File: config.mk
export PLATFORM = sky130hd
export DESIGN_NAME = tpr_regs
export DESIGN_NICKNAME = d
export VERILOG_FILES = /design/src/tpr_pkg.sv /design/src/tpr_tally.sv /design/src/tpr_regs.sv
export SDC_FILE = /design/constraint.sdc
export NUM_CORES = 1
export LEC_CHECK = 0
export BUFFER_PORTS_ARGS = -buffer_cell sky130_fd_sc_hd__buf_2
export CORE_MARGIN = 1
export CORE_UTILIZATION = 50
export CTS_CLUSTER_SIZE = 20
export DETAILED_ROUTE_END_ITERATION = 6
export GPL_TIMING_DRIVEN = 0
export MAX_ROUTING_LAYER = met4
export PLACE_DENSITY_LB_ADDON = 0.1
export SETUP_SLACK_MARGIN = 0.3
export SLEW_MARGIN = 40
export SYNTH_ARGS = -nofsm -noshare
export SYNTH_HDL_FRONTEND = slang
export SYNTH_SLANG_ARGS = --single-unit
File: constraint.sdc
create_clock -name i_mclk -period 2.25 [get_ports i_mclk]
set_input_delay 0.45 -clock i_mclk [delete_from_list [all_inputs] [get_ports i_mclk]]
set_output_delay 0.45 -clock i_mclk [all_outputs]
set_load 0.03 [all_outputs]
File: src/tpr_pkg.sv
// Operation
// - clock mode 0 double rate, 1 single
// - receive sizing and mode locked while receiving
// - superframe count bits 23-16, reset 0x3
// - timeslots per frame bits 6-0, reset 0x7F
// - writes of six or less store 0x7F
// - transfer engine enable bit 0, reset 0
// - transmit frame tally, 24-bit, read only
// - receive frame tally, 24-bit, read only
// - byte order 0 little, 1 big endian
// - transmit channel bitmap state, twelve channels
// - receive channel bitmap state, twelve channels
// - urgency level and ceiling, reset 0x7
// - ceiling above level treated as equal
// - receive serial enable stops or runs receiver
// - redundancy 0 uses transmit clock selections
package tpr_pkg;
  // bus widths
  localparam int unsigned ADDR_W = 12;
  localparam int unsigned DATA_W = 32;
  // register byte offsets
  localparam logic [11:0] OFS_LINK_CONTROL   = 12'h080;
  localparam logic [11:0] OFS_TX_CLOCK_SRC   = 12'h0A0;
  localparam logic [11:0] OFS_RX_CLOCK_SRC   = 12'h0C0;
  localparam logic [11:0] OFS_RX_CONTROL     = 12'h0C4;
  localparam logic [11:0] OFS_RX_SIZING      = 12'h0C8;
  localparam logic [11:0] OFS_UNITS_ENABLE   = 12'h100;
  localparam logic [11:0] OFS_TX_TALLY       = 12'h104;
  localparam logic [11:0] OFS_RX_TALLY       = 12'h108;
  localparam logic [11:0] OFS_BYTE_ORDER     = 12'h10C;
  localparam logic [11:0] OFS_TX_BITMAP      = 12'h110;
  localparam logic [11:0] OFS_RX_BITMAP      = 12'h114;
  localparam logic [11:0] OFS_URGENCY        = 12'h180;
  // field positions
  localparam int unsigned POS_RX_ENABLE      = 1;
  localparam int unsigned POS_REDUNDANCY     = 4;
  localparam int unsigned POS_FRAMES_LO      = 16;
  localparam int unsigned POS_CEILING_LO     = 4;
  // field widths
  localparam int unsigned TALLY_W            = 24;
  localparam int unsigned BITMAP_W           = 12;
  // reset values
  localparam logic [7:0]  RST_FRAMES         = 8'h03;
  localparam logic [6:0]  RST_TIMESLOTS      = 7'h7F;
  localparam logic [6:0]  TIMESLOTS_MIN_RSV  = 7'h06;
  localparam logic [2:0]  RST_URGENCY        = 3'h7;
  localparam logic [23:0] RST_TALLY          = 24'h000000;
  localparam logic [11:0] RST_BITMAP         = 12'h000;
endpackage : tpr_pkg

File: src/tpr_tally.sv
`timescale 1ns/1ps
`default_nettype none
module tpr_tally (
  input  wire logic                        i_mclk,   // register clock
  input  wire logic                        i_nrst,   // async reset, active low
  input  wire logic                        i_frame,  // one-cycle frame pulse
  output var  logic [tpr_pkg::TALLY_W-1:0] o_count   // free-running count
);
  import tpr_pkg::*;

  // next count wraps at the top naturally
  logic [TALLY_W-1:0] next_count;  // incremented value
  assign next_count = o_count + 24'h000001;

  // free-running frame counter
  always_ff @(posedge i_mclk or negedge i_nrst) begin
    if (!i_nrst) begin
      o_count <= RST_TALLY;
    end else if (i_frame) begin
      o_count <= next_count;
    end
  end
endmodule : tpr_tally
`default_nettype wire

File: src/tpr_regs.sv
`timescale 1ns/1ps
`default_nettype none
module tpr_regs (
  input  wire logic                         i_mclk,                 // register clock, 25 MHz
  input  wire logic                         i_nrst,                 // async reset, active low
  input  wire logic                         i_psel,                 // apb select
  input  wire logic                         i_penable,              // apb access phase
  input  wire logic                         i_pwrite,               // apb direction
  input  wire logic [tpr_pkg::ADDR_W-1:0]   i_paddr,                // apb byte address
  input  wire logic [tpr_pkg::DATA_W-1:0]   i_pwdata,               // apb write data
  output var  logic [tpr_pkg::DATA_W-1:0]   o_prdata,               // apb read data
  output logic                              o_pready,               // apb ready
  output logic                              o_pslverr,              // apb error, unmapped
  input  wire logic                         i_tx_frame,             // transmit frame pulse
  input  wire logic                         i_rx_frame,             // receive frame pulse
  input  wire logic [tpr_pkg::BITMAP_W-1:0] i_tx_bitmap_state,      // transmit channel states
  input  wire logic [tpr_pkg::BITMAP_W-1:0] i_rx_bitmap_state,      // receive channel states
  output logic                              o_rx_serial_enable,     // receiver running
  output logic                              o_rx_double_rate,       // receive clock double rate
  output logic                              o_rx_clock_source,      // effective receive source
  output logic [7:0]                        o_rx_frames_per_superframe, // stored count n
  output logic [6:0]                        o_rx_timeslots_per_frame,   // stored size n
  output logic                              o_transfer_engine_enable,   // units running
  output logic                              o_byte_order_select,        // 1 big endian
  output logic [2:0]                        o_transfer_urgency_level,   // priority level
  output logic [2:0]                        o_urgency_ceiling_eff,      // effective ceiling
  output logic                              o_escalation_allowed        // ceiling below level
);
  import tpr_pkg::*;

  // stored control state
  logic                 rx_serial_enable;         // receiver enable
  logic                 clock_redundancy_select;  // 1 dual clock mode
  logic                 tx_clock_source_select;   // transmit source
  logic                 rx_clock_source_select;   // receive source
  logic                 rx_clock_rate_mode;       // 1 single rate
  logic [7:0]           rx_frames_per_superframe; // frames minus one
  logic [6:0]           rx_timeslots_per_frame;   // timeslots minus one
  logic                 transfer_engine_enable;   // units enable
  logic                 byte_order_select;        // endian select
  logic [2:0]           transfer_urgency_level;   // priority
  logic [2:0]           urgency_ceiling;          // max priority
  logic [BITMAP_W-1:0]  tx_bitmap;                // sampled status
  logic [BITMAP_W-1:0]  rx_bitmap;                // sampled status
  logic [TALLY_W-1:0]   tx_tally;                 // transmit frames
  logic [TALLY_W-1:0]   rx_tally;                 // receive frames

  // bus phase decode
  wire setup_rd = i_psel & ~i_penable & ~i_pwrite;  // read setup
  wire access   = i_psel & i_penable;               // access phase
  wire wr       = access & i_pwrite;                // write strobe

  // address decode
  wire hit_link  = (i_paddr == OFS_LINK_CONTROL);
  wire hit_txsrc = (i_paddr == OFS_TX_CLOCK_SRC);
  wire hit_rxsrc = (i_paddr == OFS_RX_CLOCK_SRC);
  wire hit_rxctl = (i_paddr == OFS_RX_CONTROL);
  wire hit_size  = (i_paddr == OFS_RX_SIZING);
  wire hit_units = (i_paddr == OFS_UNITS_ENABLE);
  wire hit_txtal = (i_paddr == OFS_TX_TALLY);
  wire hit_rxtal = (i_paddr == OFS_RX_TALLY);
  wire hit_order = (i_paddr == OFS_BYTE_ORDER);
  wire hit_txbm  = (i_paddr == OFS_TX_BITMAP);
  wire hit_rxbm  = (i_paddr == OFS_RX_BITMAP);
  wire hit_urg   = (i_paddr == OFS_URGENCY);
  wire mapped    = hit_link | hit_txsrc | hit_rxsrc | hit_rxctl | hit_size | hit_units |
                   hit_txtal | hit_rxtal | hit_order | hit_txbm | hit_rxbm | hit_urg;

  wire rx_unlocked = ~rx_serial_enable;

  wire [6:0] wr_size   = i_pwdata[6:0];
  wire       size_rsvd = (wr_size <= TIMESLOTS_MIN_RSV);
  wire [6:0] next_size = size_rsvd ? RST_TIMESLOTS : wr_size;

  // zero-wait slave, error on unmapped access
  assign o_pready  = 1'b1;
  assign o_pslverr = access & ~mapped;

  logic [DATA_W-1:0] next_rdata;  // read word
  always_comb begin
    next_rdata = 32'h00000000;
    case (1'b1)
      hit_link:  next_rdata = {27'h0, clock_redundancy_select, 2'b00, rx_serial_enable, 1'b0};
      hit_txsrc: next_rdata = {31'h0, tx_clock_source_select};
      hit_rxsrc: next_rdata = {31'h0, rx_clock_source_select};
      hit_rxctl: next_rdata = {31'h0, rx_clock_rate_mode};
      hit_size:  next_rdata = {8'h00, rx_frames_per_superframe, 9'h000, rx_timeslots_per_frame};
      hit_units: next_rdata = {31'h0, transfer_engine_enable};
      hit_txtal: next_rdata = {8'h00, tx_tally};
      hit_rxtal: next_rdata = {8'h00, rx_tally};
      hit_order: next_rdata = {31'h0, byte_order_select};
      hit_txbm:  next_rdata = {20'h00000, tx_bitmap};
      hit_rxbm:  next_rdata = {20'h00000, rx_bitmap};
      hit_urg:   next_rdata = {25'h0, urgency_ceiling, 1'b0, transfer_urgency_level};
      default:   next_rdata = 32'h00000000;
    endcase
  end

  // read data captured in the setup cycle
  always_ff @(posedge i_mclk or negedge i_nrst) begin
    if (!i_nrst) begin
      o_prdata <= 32'h00000000;
    end else if (setup_rd) begin
      o_prdata <= next_rdata;
    end
  end

  // link and source selections
  always_ff @(posedge i_mclk or negedge i_nrst) begin
    if (!i_nrst) begin
      rx_serial_enable        <= 1'b0;
      clock_redundancy_select <= 1'b0;
      tx_clock_source_select  <= 1'b0;
      rx_clock_source_select  <= 1'b0;
    end else if (wr) begin
      if (hit_link) begin
        rx_serial_enable        <= i_pwdata[POS_RX_ENABLE];
        clock_redundancy_select <= i_pwdata[POS_REDUNDANCY];
      end
      if (hit_txsrc) begin
        tx_clock_source_select <= i_pwdata[0];
      end
      if (hit_rxsrc) begin
        rx_clock_source_select <= i_pwdata[0];
      end
    end
  end

  // receive mode and sizing, write protected
  always_ff @(posedge i_mclk or negedge i_nrst) begin
    if (!i_nrst) begin
      rx_clock_rate_mode       <= 1'b0;
      rx_frames_per_superframe <= RST_FRAMES;
      rx_timeslots_per_frame   <= RST_TIMESLOTS;
    end else if (wr && rx_unlocked) begin
      if (hit_rxctl) begin
        rx_clock_rate_mode <= i_pwdata[0];
      end
      if (hit_size) begin
        rx_frames_per_superframe <= i_pwdata[POS_FRAMES_LO +: 8];
        rx_timeslots_per_frame   <= next_size;
      end
    end
  end

  // transfer unit controls
  always_ff @(posedge i_mclk or negedge i_nrst) begin
    if (!i_nrst) begin
      transfer_engine_enable <= 1'b0;
      byte_order_select      <= 1'b0;
      transfer_urgency_level <= RST_URGENCY;
      urgency_ceiling        <= RST_URGENCY;
    end else if (wr) begin
      if (hit_units) begin
        transfer_engine_enable <= i_pwdata[0];
      end
      if (hit_order) begin
        byte_order_select <= i_pwdata[0];
      end
      if (hit_urg) begin
        transfer_urgency_level <= i_pwdata[2:0];
        urgency_ceiling        <= i_pwdata[POS_CEILING_LO +: 3];
      end
    end
  end

  // status sampled from same-clock channel logic
  always_ff @(posedge i_mclk or negedge i_nrst) begin
    if (!i_nrst) begin
      tx_bitmap <= RST_BITMAP;
      rx_bitmap <= RST_BITMAP;
    end else begin
      tx_bitmap <= i_tx_bitmap_state;
      rx_bitmap <= i_rx_bitmap_state;
    end
  end

  tpr_tally u_tx_tally (
    .i_mclk  (i_mclk),
    .i_nrst  (i_nrst),
    .i_frame (i_tx_frame),
    .o_count (tx_tally)
  );

  tpr_tally u_rx_tally (
    .i_mclk  (i_mclk),
    .i_nrst  (i_nrst),
    .i_frame (i_rx_frame),
    .o_count (rx_tally)
  );

  wire ceiling_above = (urgency_ceiling > transfer_urgency_level);
  assign o_urgency_ceiling_eff = ceiling_above ? transfer_urgency_level : urgency_ceiling;
  assign o_escalation_allowed  = (urgency_ceiling < transfer_urgency_level);

  assign o_rx_clock_source = clock_redundancy_select ? rx_clock_source_select : tx_clock_source_select;

  assign o_rx_double_rate = ~rx_clock_rate_mode;

  // control outputs straight from registers
  assign o_rx_serial_enable         = rx_serial_enable;
  assign o_rx_frames_per_superframe = rx_frames_per_superframe;
  assign o_rx_timeslots_per_frame   = rx_timeslots_per_frame;
  assign o_transfer_engine_enable   = transfer_engine_enable;
  assign o_byte_order_select        = byte_order_select;
  assign o_transfer_urgency_level   = transfer_urgency_level;
endmodule : tpr_regs
`default_nettype wire

==> reports/results.tsv, run 1 <==
metric	value	unit
Hold WC Path Type	in -> reg	
Yosys cell types	55	
Worst-path clk slew	0.06	ns
DRC	0	
Leak	3.65	nW
die extent in x	110	um
initial antenna violation count	0	
IO Count	136	
largest net degree at the start of global routing	65	
Port Buf Inserts	106	
CP arrival	2.18	ns
Die Area	12000	um^2
worst vdd ir	0.000556	V
largest family of logic cells by synthesized area	simple AND/OR/NAND/NOR gates	
adder-cell share of the synthesized area	1.08	%
Setup-failing EPs final	5	
final period utilization	117	%
GRT Residual Overflow	0	
end point of the critical path	o_urgency_ceiling_eff[1]	
Post-synth ARST share	100	%
Fmax	380	MHz
CP startpoint	o_transfer_urgency_level[1]	
Initial Util	52.3	%
mapped cell area	5790	um^2
Post-Route WL	15.8	mm
XOR/XNOR Fraction of Synth Area	6.96	%
setup slack, reg-to-reg	0.37	ns
RSZ-0062 raised after global routing	yes	
R2R depth	5	
drt first pass iters	5	
count leader, synth	dfrtp_1	
share of cells above drive strength 1	37.2	%
cell taking the most area after synthesis	dfrtp_1	
GPL Wtd Cong	0.870	
CP Capture Type	primary output	
P&R area growth vs syn	35.0	%
H-tree levels	4	
Max Slew Vio Count	0	
Commonest cells post-synth	109 x dfrtp_1, 54 x nand2_1, 39 x nor2_1	
failing checks	negative setup slack	
Final Skew	0.00565	ns
row count	38	
setup TNS	-1.25	ns
status	complete, but fails checks	
NumNets Final	786	
total CTS buffers	17	
synthesized area per cell	10.7	um^2
Iter 0 DRT Violations	322	
clk root buf	clkbuf_16	
Antenna Violating Nets Remaining	0	
CTS Sinks	124	
Synth Area in Simple Gates	18.1	%
share of the synthesized area in the top cell type	47.1	%
Slew @ Worst Pin	0.629	ns
Crit Path Class	reg -> out	
vias in the first global route	4807	
crit start category	flip-flop	
vias per cell	5.73	
Seq/Total Area, Yosys	53.9	%
HPWL Detailed	11.1	mm
Post-synth top flop	dfrtp_1	
Synth Instances	541	
Yosys warnings	0	
CP max FO	4	
Power Density	764	nW/um^2
worst setup margin	-0.380	ns
pre-CTS setup slack	-0.359	ns
Post-synth EDFFs	0	
first-pass GRT wire length	24.4	mm
Worst slew margin	57.7	%
Reg-to-Reg End	u_tx_tally.o_count[23]	
Hold Worst Slack	0.136	ns
leading post-synthesis cells by cell area	dfrtp_1 47%, dfstp_2 6.8%, xnor2_1 4.7%	
Max-Cap Viols	0	
clock latency on the worst-skew pair	0.42	ns
FF-to-FF Start	u_tx_tally.o_count[2]	
Hold Path Depth	1	
Die H	110	um
ANT cells	0	
aggregate global-route resource usage	28.7	%
Worst Path Required	1.80	ns
final hold vios	0	
WL per Instance	18.5	um
post-synthesis mux area share	5.42	%
Bufs on Longest Clock Path	2	
CORE AREA	11100	um^2
synthesized flop and latch total	124	
Final Critical Period	2.63	ns
Synth Area in Compound Gates	10.5	%
TritonCTS clock tree	yes	
Vias	4908	
## layer usage
metal  part of all wire [%]  global-route usage, %  vias to the layer above
li1                       -                      -                     2269
met1                     43                   37.2                     2381
met2                     47                   43.6                      235
met3                    7.6                   6.58                       23
met4                    1.8                   11.8                        0
met5                      0                      -                        -
## how the worst min path moves through the flow
stage | startpoint | end
finish | i_tx_bitmap_state[4] | tx_bitmap[4]
global route | i_tx_bitmap_state[9] | tx_bitmap[9]
CTS | i_rx_bitmap_state[1] | rx_bitmap[1]
detailed placement | i_nrst | o_rx_frames_per_superframe[2]
global placement | o_prdata[19] | o_prdata[19]
floorplan | i_nrst | clock_redundancy_select
## flip-flops by register name, indices dropped and copies added (netlist names)
name,cells
clock_redundancy_select,1
o_byte_order_select,1
o_prdata,24
o_rx_frames_per_superframe,8
o_rx_serial_enable,1
o_rx_timeslots_per_frame,7
o_transfer_engine_enable,1
o_transfer_urgency_level,3
rx_bitmap,12
rx_clock_rate_mode,1
rx_clock_source_select,1
tx_bitmap,12
tx_clock_source_select,1
u_rx_tally.o_count,24
u_tx_tally.o_count,24
urgency_ceiling,3
## report_power, final
group          internal (mW)  switching, mW  total, mW
clock                   1.92          0.945       2.86
combinational          0.254          0.283      0.537
sequential              2.39          0.186       2.57
## layout make-up
type                    count  area [um^2]
flip-flops and latches    124         3120
repair buffers            139          906
plain buffers              30          253
fillers                   844         3260
well taps                 140          175
clock buffers              22          474
inverters                  13         48.8
clock inverters             7          139
multi-input cells         381         2700
## worst max-delay path: stages, from the launching register on
cell	delay [ns]
dfstp_2	0.54
inv_2	0.05
ha_4	0.26
a21o_1	0.16
a21oi_4	0.08
a31oi_4	0.21
mux2_4	0.33
buf_6	0.14
## repair_timing
action / 4_1_cts / 5_1_grt
hold endpoints to repair: 52 / 0
cloned: 0 / 1
setup buffers: 8 / 22
setup endpoints to repair: 20 / 41
gates resized for setup: 23 / 38
hold buffers: 1 / 0
pin swaps: 8 / 17
## kinds of logic (layout without fill, tap and decap cells)
kind of cell    Yosys count  count (layout)
simple gates            198             198
flops                   124             124
compound gates           95              95
xor+xnor                 46              46
buf+inv                  43             211
mux                      28              28
fa+ha+maj                 5               5
other cells               2               9
## placed cells by master, fill, tap and decap left out, drive strengths merged, types with 5 or more instances in the layout
master	instances
nand3	20
clkbuf	33
and3	15
nor3	14
a21oi	19
nand2	55
inv	13
nand4	17
o21ai	35
buf	157
a22oi	8
dfstp	15
xnor2	31
xor2	15
nor4	8
nor2	39
mux2	27
ha	5
a222oi	11
conb	9
dfrtp	109
## per-stage QoR
| step | cells | instance area (um^2) | util, % | power, mW |
|---|---|---|---|---|
| 3_3_place_gp | 794 | 6700 | 60.5 | 3.06 |
| 4_1_cts | 833 | 7530 | 67.9 | 5.97 |
| 6_report | 856 | 7820 | 70.6 | 5.97 |
| 5_1_grt | 856 | 7820 | 70.6 | 6.19 |
| 3_5_place_dp | 795 | 6740 | 60.8 | 3.10 |
| 2_1_floorplan | 548 | 5990 | - | 2.86 |
(Power assumes the default switching activity.)
==> inputs of run 2 (changes only) <==
CORE_UTILIZATION = 40   (was 50)
CTS_BUF_LIST = sky130_fd_sc_hd__clkbuf_2   (was default)
PLACE_DENSITY = 0.72   (was default)
PLACE_DENSITY_LB_ADDON = default   (was 0.1)
==> run 2 against run 1 <==
Flip-flop and latch count did not move. First-iteration DRC count increased by 32%. Highest routed layer unchanged. Routed wire length grew 3.8%. Clock skew grew 0.026 ns. The run still ends with negative setup slack left. Sequential power about the same. Cell count up 10%. Count of clock-buffer cells in the layout decreased by 3. Register-to-register slack better by 0.03 ns. Critical path depth increased by 1. Hold slack got worse by 0.068 ns. Power is 23% lower. Maximum frequency down 12%.
==> reports/results.tsv, run 2 (synthesized netlist as in run 1, its figures left out) <==
metric	value	unit	change
final hold vios	0		unchanged
largest net degree at the start of global routing	80		was 65
NumNets Final	831		was 786
Worst-path clk slew	0.18	ns	was 0.06 ns
TritonCTS clock tree	yes		unchanged
RSZ-0062 raised after global routing	yes		unchanged
Hold Path Depth	2		was 1
power share of the combinational group	14.9	%	was 9.0%
most frequent cells in the layout	104 x dfrtp_1, 88 x buf_2, 54 x nand2_1, 52 x buf_4, 40 x dlygate4sd3_1		was 108 x dfrtp_1, 97 x buf_2, 54 x nand2_1, 38 x buf_4, 35 x nor2_1
HPWL Detailed	11.5	mm	was 11.1 mm
Setup-failing EPs final	5		unchanged
Max Slew Vio Count	0		unchanged
grt peak-use layer	met2		unchanged
H-tree levels	4		unchanged
Clock power frac	29.4	%	was 47.9%
CP Capture Type	primary output		unchanged
Hold Worst Slack	0.0674	ns	was 0.136 ns
clock latency on the worst-skew pair	0.70	ns	was 0.42 ns
Worst slew margin	58.5	%	was 57.7%
Port Buf Inserts	106		unchanged
Fillers	1209		was 844
Die H	122	um	was 110 um
Max-Cap Viols	0		unchanged
failing checks	negative setup slack		unchanged
share of cells above drive strength 1	35.9	%	was 37.2%
initial antenna violation count	1		was 0
crit start category	flip-flop		unchanged
Hold WC Path Type	in -> reg		unchanged
WL per Instance	17.4	um	was 18.5 um
Initial Util	41.4	%	was 52.3%
Design Area, Final	7910	um^2	was 7820 um^2
Power Density	581	nW/um^2	was 764 nW/um^2
Final Skew	0.0316	ns	was 0.00565 ns
IO Count	136		unchanged
Post-Route WL	16.4	mm	was 15.8 mm
Die Area	15000	um^2	was 12000 um^2
DRC	0		unchanged
Iter 0 DRT Violations	424		was 322
vias in the first global route	4999		was 4807
vias per cell	5.36		was 5.73
met1 Use GR	30.6	%	was 37.2%
Leak	3.68	nW	was 3.65 nW
P_sw	1.34	mW	was 1.41 mW
Net Sw Frac	29.2	%	was 23.7%
Slew @ Worst Pin	0.623	ns	was 0.629 ns
Vias	5064		was 4908
setup slack, reg-to-reg	0.40	ns	was 0.37 ns
final period utilization	132	%	was 117%
worst vdd ir	0.000437	V	was 0.000556 V
drt first pass iters	7		was 5
Fmax	336	MHz	was 380 MHz
row count	43		was 38
Int Pwr	3.25	mW	was 4.56 mW
met2 usage	36.8	%	was 43.6%
Area after DPL	6790	um^2	was 6740 um^2
status	complete, but fails checks		unchanged
pre-CTS setup slack	-0.507	ns	was -0.359 ns
first-pass GRT wire length	25.7	mm	was 24.4 mm
Hold Path Sink	urgency_ceiling[0]		was tx_bitmap[4]
FF-to-FF Start	u_tx_tally.o_count[3]		was u_tx_tally.o_count[2]
commonest non-fill, non-tap cell in the layout	dfrtp_1		unchanged
R2R depth	5		unchanged
Regs by FF count	o_prdata: 24 flops, u_rx_tally.o_count: 24 flops, u_tx_tally.o_count: 24 flops		unchanged
worst setup margin	-0.722	ns	was -0.380 ns
aggregate global-route resource usage	23.6	%	was 28.7%
Bufs on Longest Clock Path	2		unchanged
GPL Wtd Cong	0.837		was 0.870
Worst Path Required	1.80	ns	about the same
P&R area growth vs syn	36.6	%	was 35.0%
clk root buf	clkbuf_2		was clkbuf_16
total CTS buffers	17		unchanged
CP max FO	4		unchanged
Reg-to-Reg End	u_tx_tally.o_count[23]		unchanged
CP arrival	2.52	ns	was 2.18 ns
GRT Residual Overflow	0		unchanged
die extent in x	122	um	was 110 um
CORE AREA	14000	um^2	was 11100 um^2
Final Critical Period	2.97	ns	was 2.63 ns
GR Util met3	4.51	%	was 6.58%
hold path start	i_pwdata[4]		was i_tx_bitmap_state[4]
Antenna Violating Nets Remaining	0		unchanged
Crit Path Class	reg -> out		unchanged
CTS Sinks	124		unchanged
Seq pwr share	55.7	%	was 43.1%
## run 2: critical path: stages, from the launching register on
cell and delay [ns]:
dfstp_2 0.58, inv_1 0.06, ha_1 0.19, inv_1 0.08, a21o_1 0.15, a21oi_4 0.07
a31oi_4 0.22, mux2_4 0.33, buf_6 0.14
## run 2: layout make-up
| type | instances | area, um^2 | share of cell area [%] |
|---|---|---|---|
| Timing Repair Buffer | 184 | 1380 | 17.5 |
| Clock inverter | 13 | 126 | 1.60 |
| Inverter | 13 | 48.8 | 0.617 |
| Tap cell | 180 | 225 | 2.85 |
| Multi-Input combinational cell | 381 | 2680 | 33.9 |
| Sequential cell | 124 | 3130 | 39.5 |
| Clock buffer | 19 | 95.1 | 1.20 |
| Antenna cell | 1 | 2.50 | 0.0316 |
| Buffer | 30 | 220 | 2.78 |
## run 2: worst max path at each step
stage	cells past startpoint	from	to
after floorplan	6	i_paddr[5]	o_pslverr
after global placement	1	i_nrst	tx_bitmap[10]
after detailed placement	8	i_paddr[4]	o_pslverr
after CTS	7	o_transfer_urgency_level[1]	o_urgency_ceiling_eff[2]
after global routing	8	urgency_ceiling[0]	o_urgency_ceiling_eff[1]
final	8	urgency_ceiling[0]	o_urgency_ceiling_eff[1]
## run 2: per-stage QoR
step                power (mW)  utilization [%]  setup TNS (ns)  instances
global placement          3.06             48.3          -92.17        834
finish                    4.59             56.5           -2.46        945
CTS                       4.51             55.1           -2.58        928
global route              4.82             56.5           -2.93        945
floorplan                 2.86                -         -0.0867        548
detailed placement        3.09             48.5           -8.12        835
## run 2: metal layers
layer	vias up	part of all wire (%)	wire, um
li1	2345	-	-
met1	2474	44	7300
met2	217	47	7730
met3	28	6.3	1040
met4	0	2.2	359
met5	-	0	0
## run 2: power by group through the flow
stage                     Sequential (mW)  Combinational, mW  Clock [mW]
after CTS                            2.56              0.561        1.39
after global placement               2.59              0.465           0
final                                2.56              0.685        1.35
after floorplan                      2.56              0.300           0
after detailed placement             2.60              0.492           0
after global routing                 2.58              0.745        1.50
## run 2: what timing repair did
action	in CTS	in global routing
setup buffers	21	16
endpoints found under the setup margin	22	25
hold buffers	40	0
pin swaps	8	8
endpoints found under the hold margin	113	0
resized for setup	41	28
==> inputs of run 3 (changes only) <==
SKIP_CTS_REPAIR_TIMING = 1   (was default)
==> run 3 against run 2 <==
The flow finishes with violations (design-rule violations, negative setup slack). Register-to-register slack lost 0.02 ns. Worst setup slack lost 0.025 ns. Power is essentially flat. Count of clock-buffer cells in the layout is the same. First-iteration DRC count grew 1.2%. Hold slack lost 0.038 ns. Critical endpoint is now o_urgency_ceiling_eff[2]. Highest routed layer unchanged.
==> reports/results.tsv, run 3 (synthesized netlist as in run 1, its figures left out) <==
metric	value	unit	change
Regs by FF count	o_prdata: 24 flops, u_rx_tally.o_count: 24 flops, u_tx_tally.o_count: 24 flops		unchanged
Final Util	56.1	%	was 56.5%
H-tree levels	4		unchanged
worst vdd ir	0.000438	V	was 0.000437 V
Slew @ Worst Pin	0.615	ns	was 0.623 ns
FF-to-FF Start	u_tx_tally.o_count[4]		was u_tx_tally.o_count[3]
Int Pwr	3.24	mW	was 3.25 mW
clk root buf	clkbuf_2		unchanged
GRT Residual Overflow	0		unchanged
end point of the critical path	o_urgency_ceiling_eff[2]		was o_urgency_ceiling_eff[1]
Pwr Total	4.59	mW	about the same
Die H	122	um	unchanged
Worst-path clk slew	0.19	ns	was 0.18 ns
failing checks	design-rule violations, negative setup slack		was negative setup slack
CP max FO	3		was 4
power share of the combinational group	14.8	%	was 14.9%
vias per cell	5.39		was 5.36
Reg-to-Reg End	u_tx_tally.o_count[23]		unchanged
NumNets Final	826		was 831
setup TNS	-2.77	ns	was -2.46 ns
share of cells above drive strength 1	35.7	%	was 35.9%
final hold vios	0		unchanged
Worst slew margin	59.0	%	was 58.5%
P&R area growth vs syn	35.5	%	was 36.6%
TritonCTS clock tree	yes		unchanged
Net Sw Frac	29.4	%	was 29.2%
CP arrival	2.55	ns	was 2.52 ns
HPWL Detailed	11.5	mm	unchanged
IO Count	136		unchanged
WL per Instance	17.6	um	was 17.4 um
Post-Route WL	16.6	mm	was 16.4 mm
Crit Path Class	reg -> out		unchanged
CP startpoint	o_transfer_urgency_level[1]		was urgency_ceiling[0]
Design Area, Final	7840	um^2	was 7910 um^2
Antenna Violating Nets Remaining	0		unchanged
worst setup margin	-0.747	ns	was -0.722 ns
final period utilization	133	%	was 132%
GPL Wtd Cong	0.837		unchanged
R2R depth	6		was 5
most frequent cells in the layout	104 x dfrtp_1, 90 x buf_2, 54 x nand2_1, 51 x buf_4, 38 x dlygate4sd3_1		was 104 x dfrtp_1, 88 x buf_2, 54 x nand2_1, 52 x buf_4, 40 x dlygate4sd3_1
status	complete, but fails checks		unchanged
row count	43		unchanged
Leak	3.65	nW	was 3.68 nW
first-pass GRT wire length	24.4	mm	was 25.7 mm
RSZ-0062 raised after global routing	yes		unchanged
CTS Sinks	124		unchanged
crit start category	flip-flop		unchanged
die extent in x	122	um	unchanged
DRC	14		was 0
Clock power frac	29.5	%	was 29.4%
Fmax	334	MHz	was 336 MHz
P_sw	1.35	mW	was 1.34 mW
Final Skew	0.0363	ns	was 0.0316 ns
Final Critical Period	3.00	ns	was 2.97 ns
initial antenna violation count	1		unchanged
CP Capture Type	primary output		unchanged
total CTS buffers	17		unchanged
Iter 0 DRT Violations	429		was 424
setup slack, reg-to-reg	0.38	ns	was 0.40 ns
Area after DPL	6790	um^2	unchanged
CORE AREA	14000	um^2	unchanged
Max Slew Vio Count	0		unchanged
Max-Cap Viols	0		unchanged
Power Density	586	nW/um^2	was 581 nW/um^2
commonest non-fill, non-tap cell in the layout	dfrtp_1		unchanged
aggregate global-route resource usage	22.5	%	was 23.6%
Worst Path Required	1.80	ns	about the same
Hold WC Path Type	in -> reg		unchanged
Die Area	15000	um^2	unchanged
clock latency on the worst-skew pair	0.70	ns	about the same
largest net degree at the start of global routing	80		unchanged
drt first pass iters	7		unchanged
vias in the first global route	4670		was 4999
Port Buf Inserts	106		unchanged
Seq pwr share	55.7	%	about the same
Bufs on Longest Clock Path	2		unchanged
Initial Util	41.4	%	unchanged
Vias	5067		was 5064
Setup-failing EPs final	5		unchanged
-- run 3: cell count changes in the layout (fill, tap and decap cells not counted), sizes merged --
cell         previous run  this run
buf                   166       163
dlygate4sd3            40        38
-- run 3: area by class of cell --
class	instances	area, um^2
Fill cell	1210	6140
Sequential cell	124	3130
Multi-Input combinational cell	381	2680
Timing Repair Buffer	179	1310
Tap cell	180	225
Buffer	30	224
Clock inverter	13	126
Clock buffer	19	95.1
Inverter	13	48.8
Antenna cell	1	2.50
-- run 3: critical path, cell delays in order (launching register included) --
cell and delay [ns]:
dfstp_2 0.59, inv_2 0.05, ha_4 0.27, a21o_1 0.17
a21oi_4 0.09, a31oi_4 0.22, mux2_4 0.33, buf_6 0.14
-- run 3: metrics by stage --
stage	std cells	hold WS (ns)	setup slack, ns
after floorplan	548	0.154	-0.0466
after global placement	834	0.458	-0.766
final	940	0.0297	-0.747
after CTS	867	-0.429	-0.891
after detailed placement	835	0.378	-0.507
after global routing	940	0.00256	-0.840
-- run 3: worst min-delay path by stage --
| stage | from | to | slack, ns | depth (start not counted) |
|---|---|---|---|---|
| final | i_pwdata[5] | urgency_ceiling[1] | 0.03 | 2 |
| after global routing | i_pwdata[5] | urgency_ceiling[1] | 0.003 | 2 |
| after CTS | i_nrst | tx_bitmap[4] | -0.43 | 1 |
| after detailed placement | i_nrst | tx_bitmap[4] | 0.38 | 1 |
| after global placement | u_rx_tally.o_count[23] | u_rx_tally.o_count[23] | 0.46 | 1 |
| after floorplan | i_nrst | clock_redundancy_select | 0.15 | 0 |
-- run 3: routing by layer --
| metal | wire (um) | GRT usage [%] | up-vias |
|---|---|---|---|
| li1 | - | - | 2330 |
| met1 | 7230 | 29.3 | 2499 |
| met2 | 7860 | 34.9 | 210 |
| met3 | 1090 | 4.60 | 28 |
| met4 | 383 | 8.00 | 0 |
| met5 | 0 | - | - |
-- run 3: power by group through the flow --
stage	clock [mW]	sequential, mW	combinational (mW)
floorplan	0	2.56	0.300
global placement	0	2.59	0.465
detailed placement	0	2.60	0.492
CTS	1.39	2.56	0.492
global route	1.50	2.58	0.739
finish	1.36	2.56	0.679
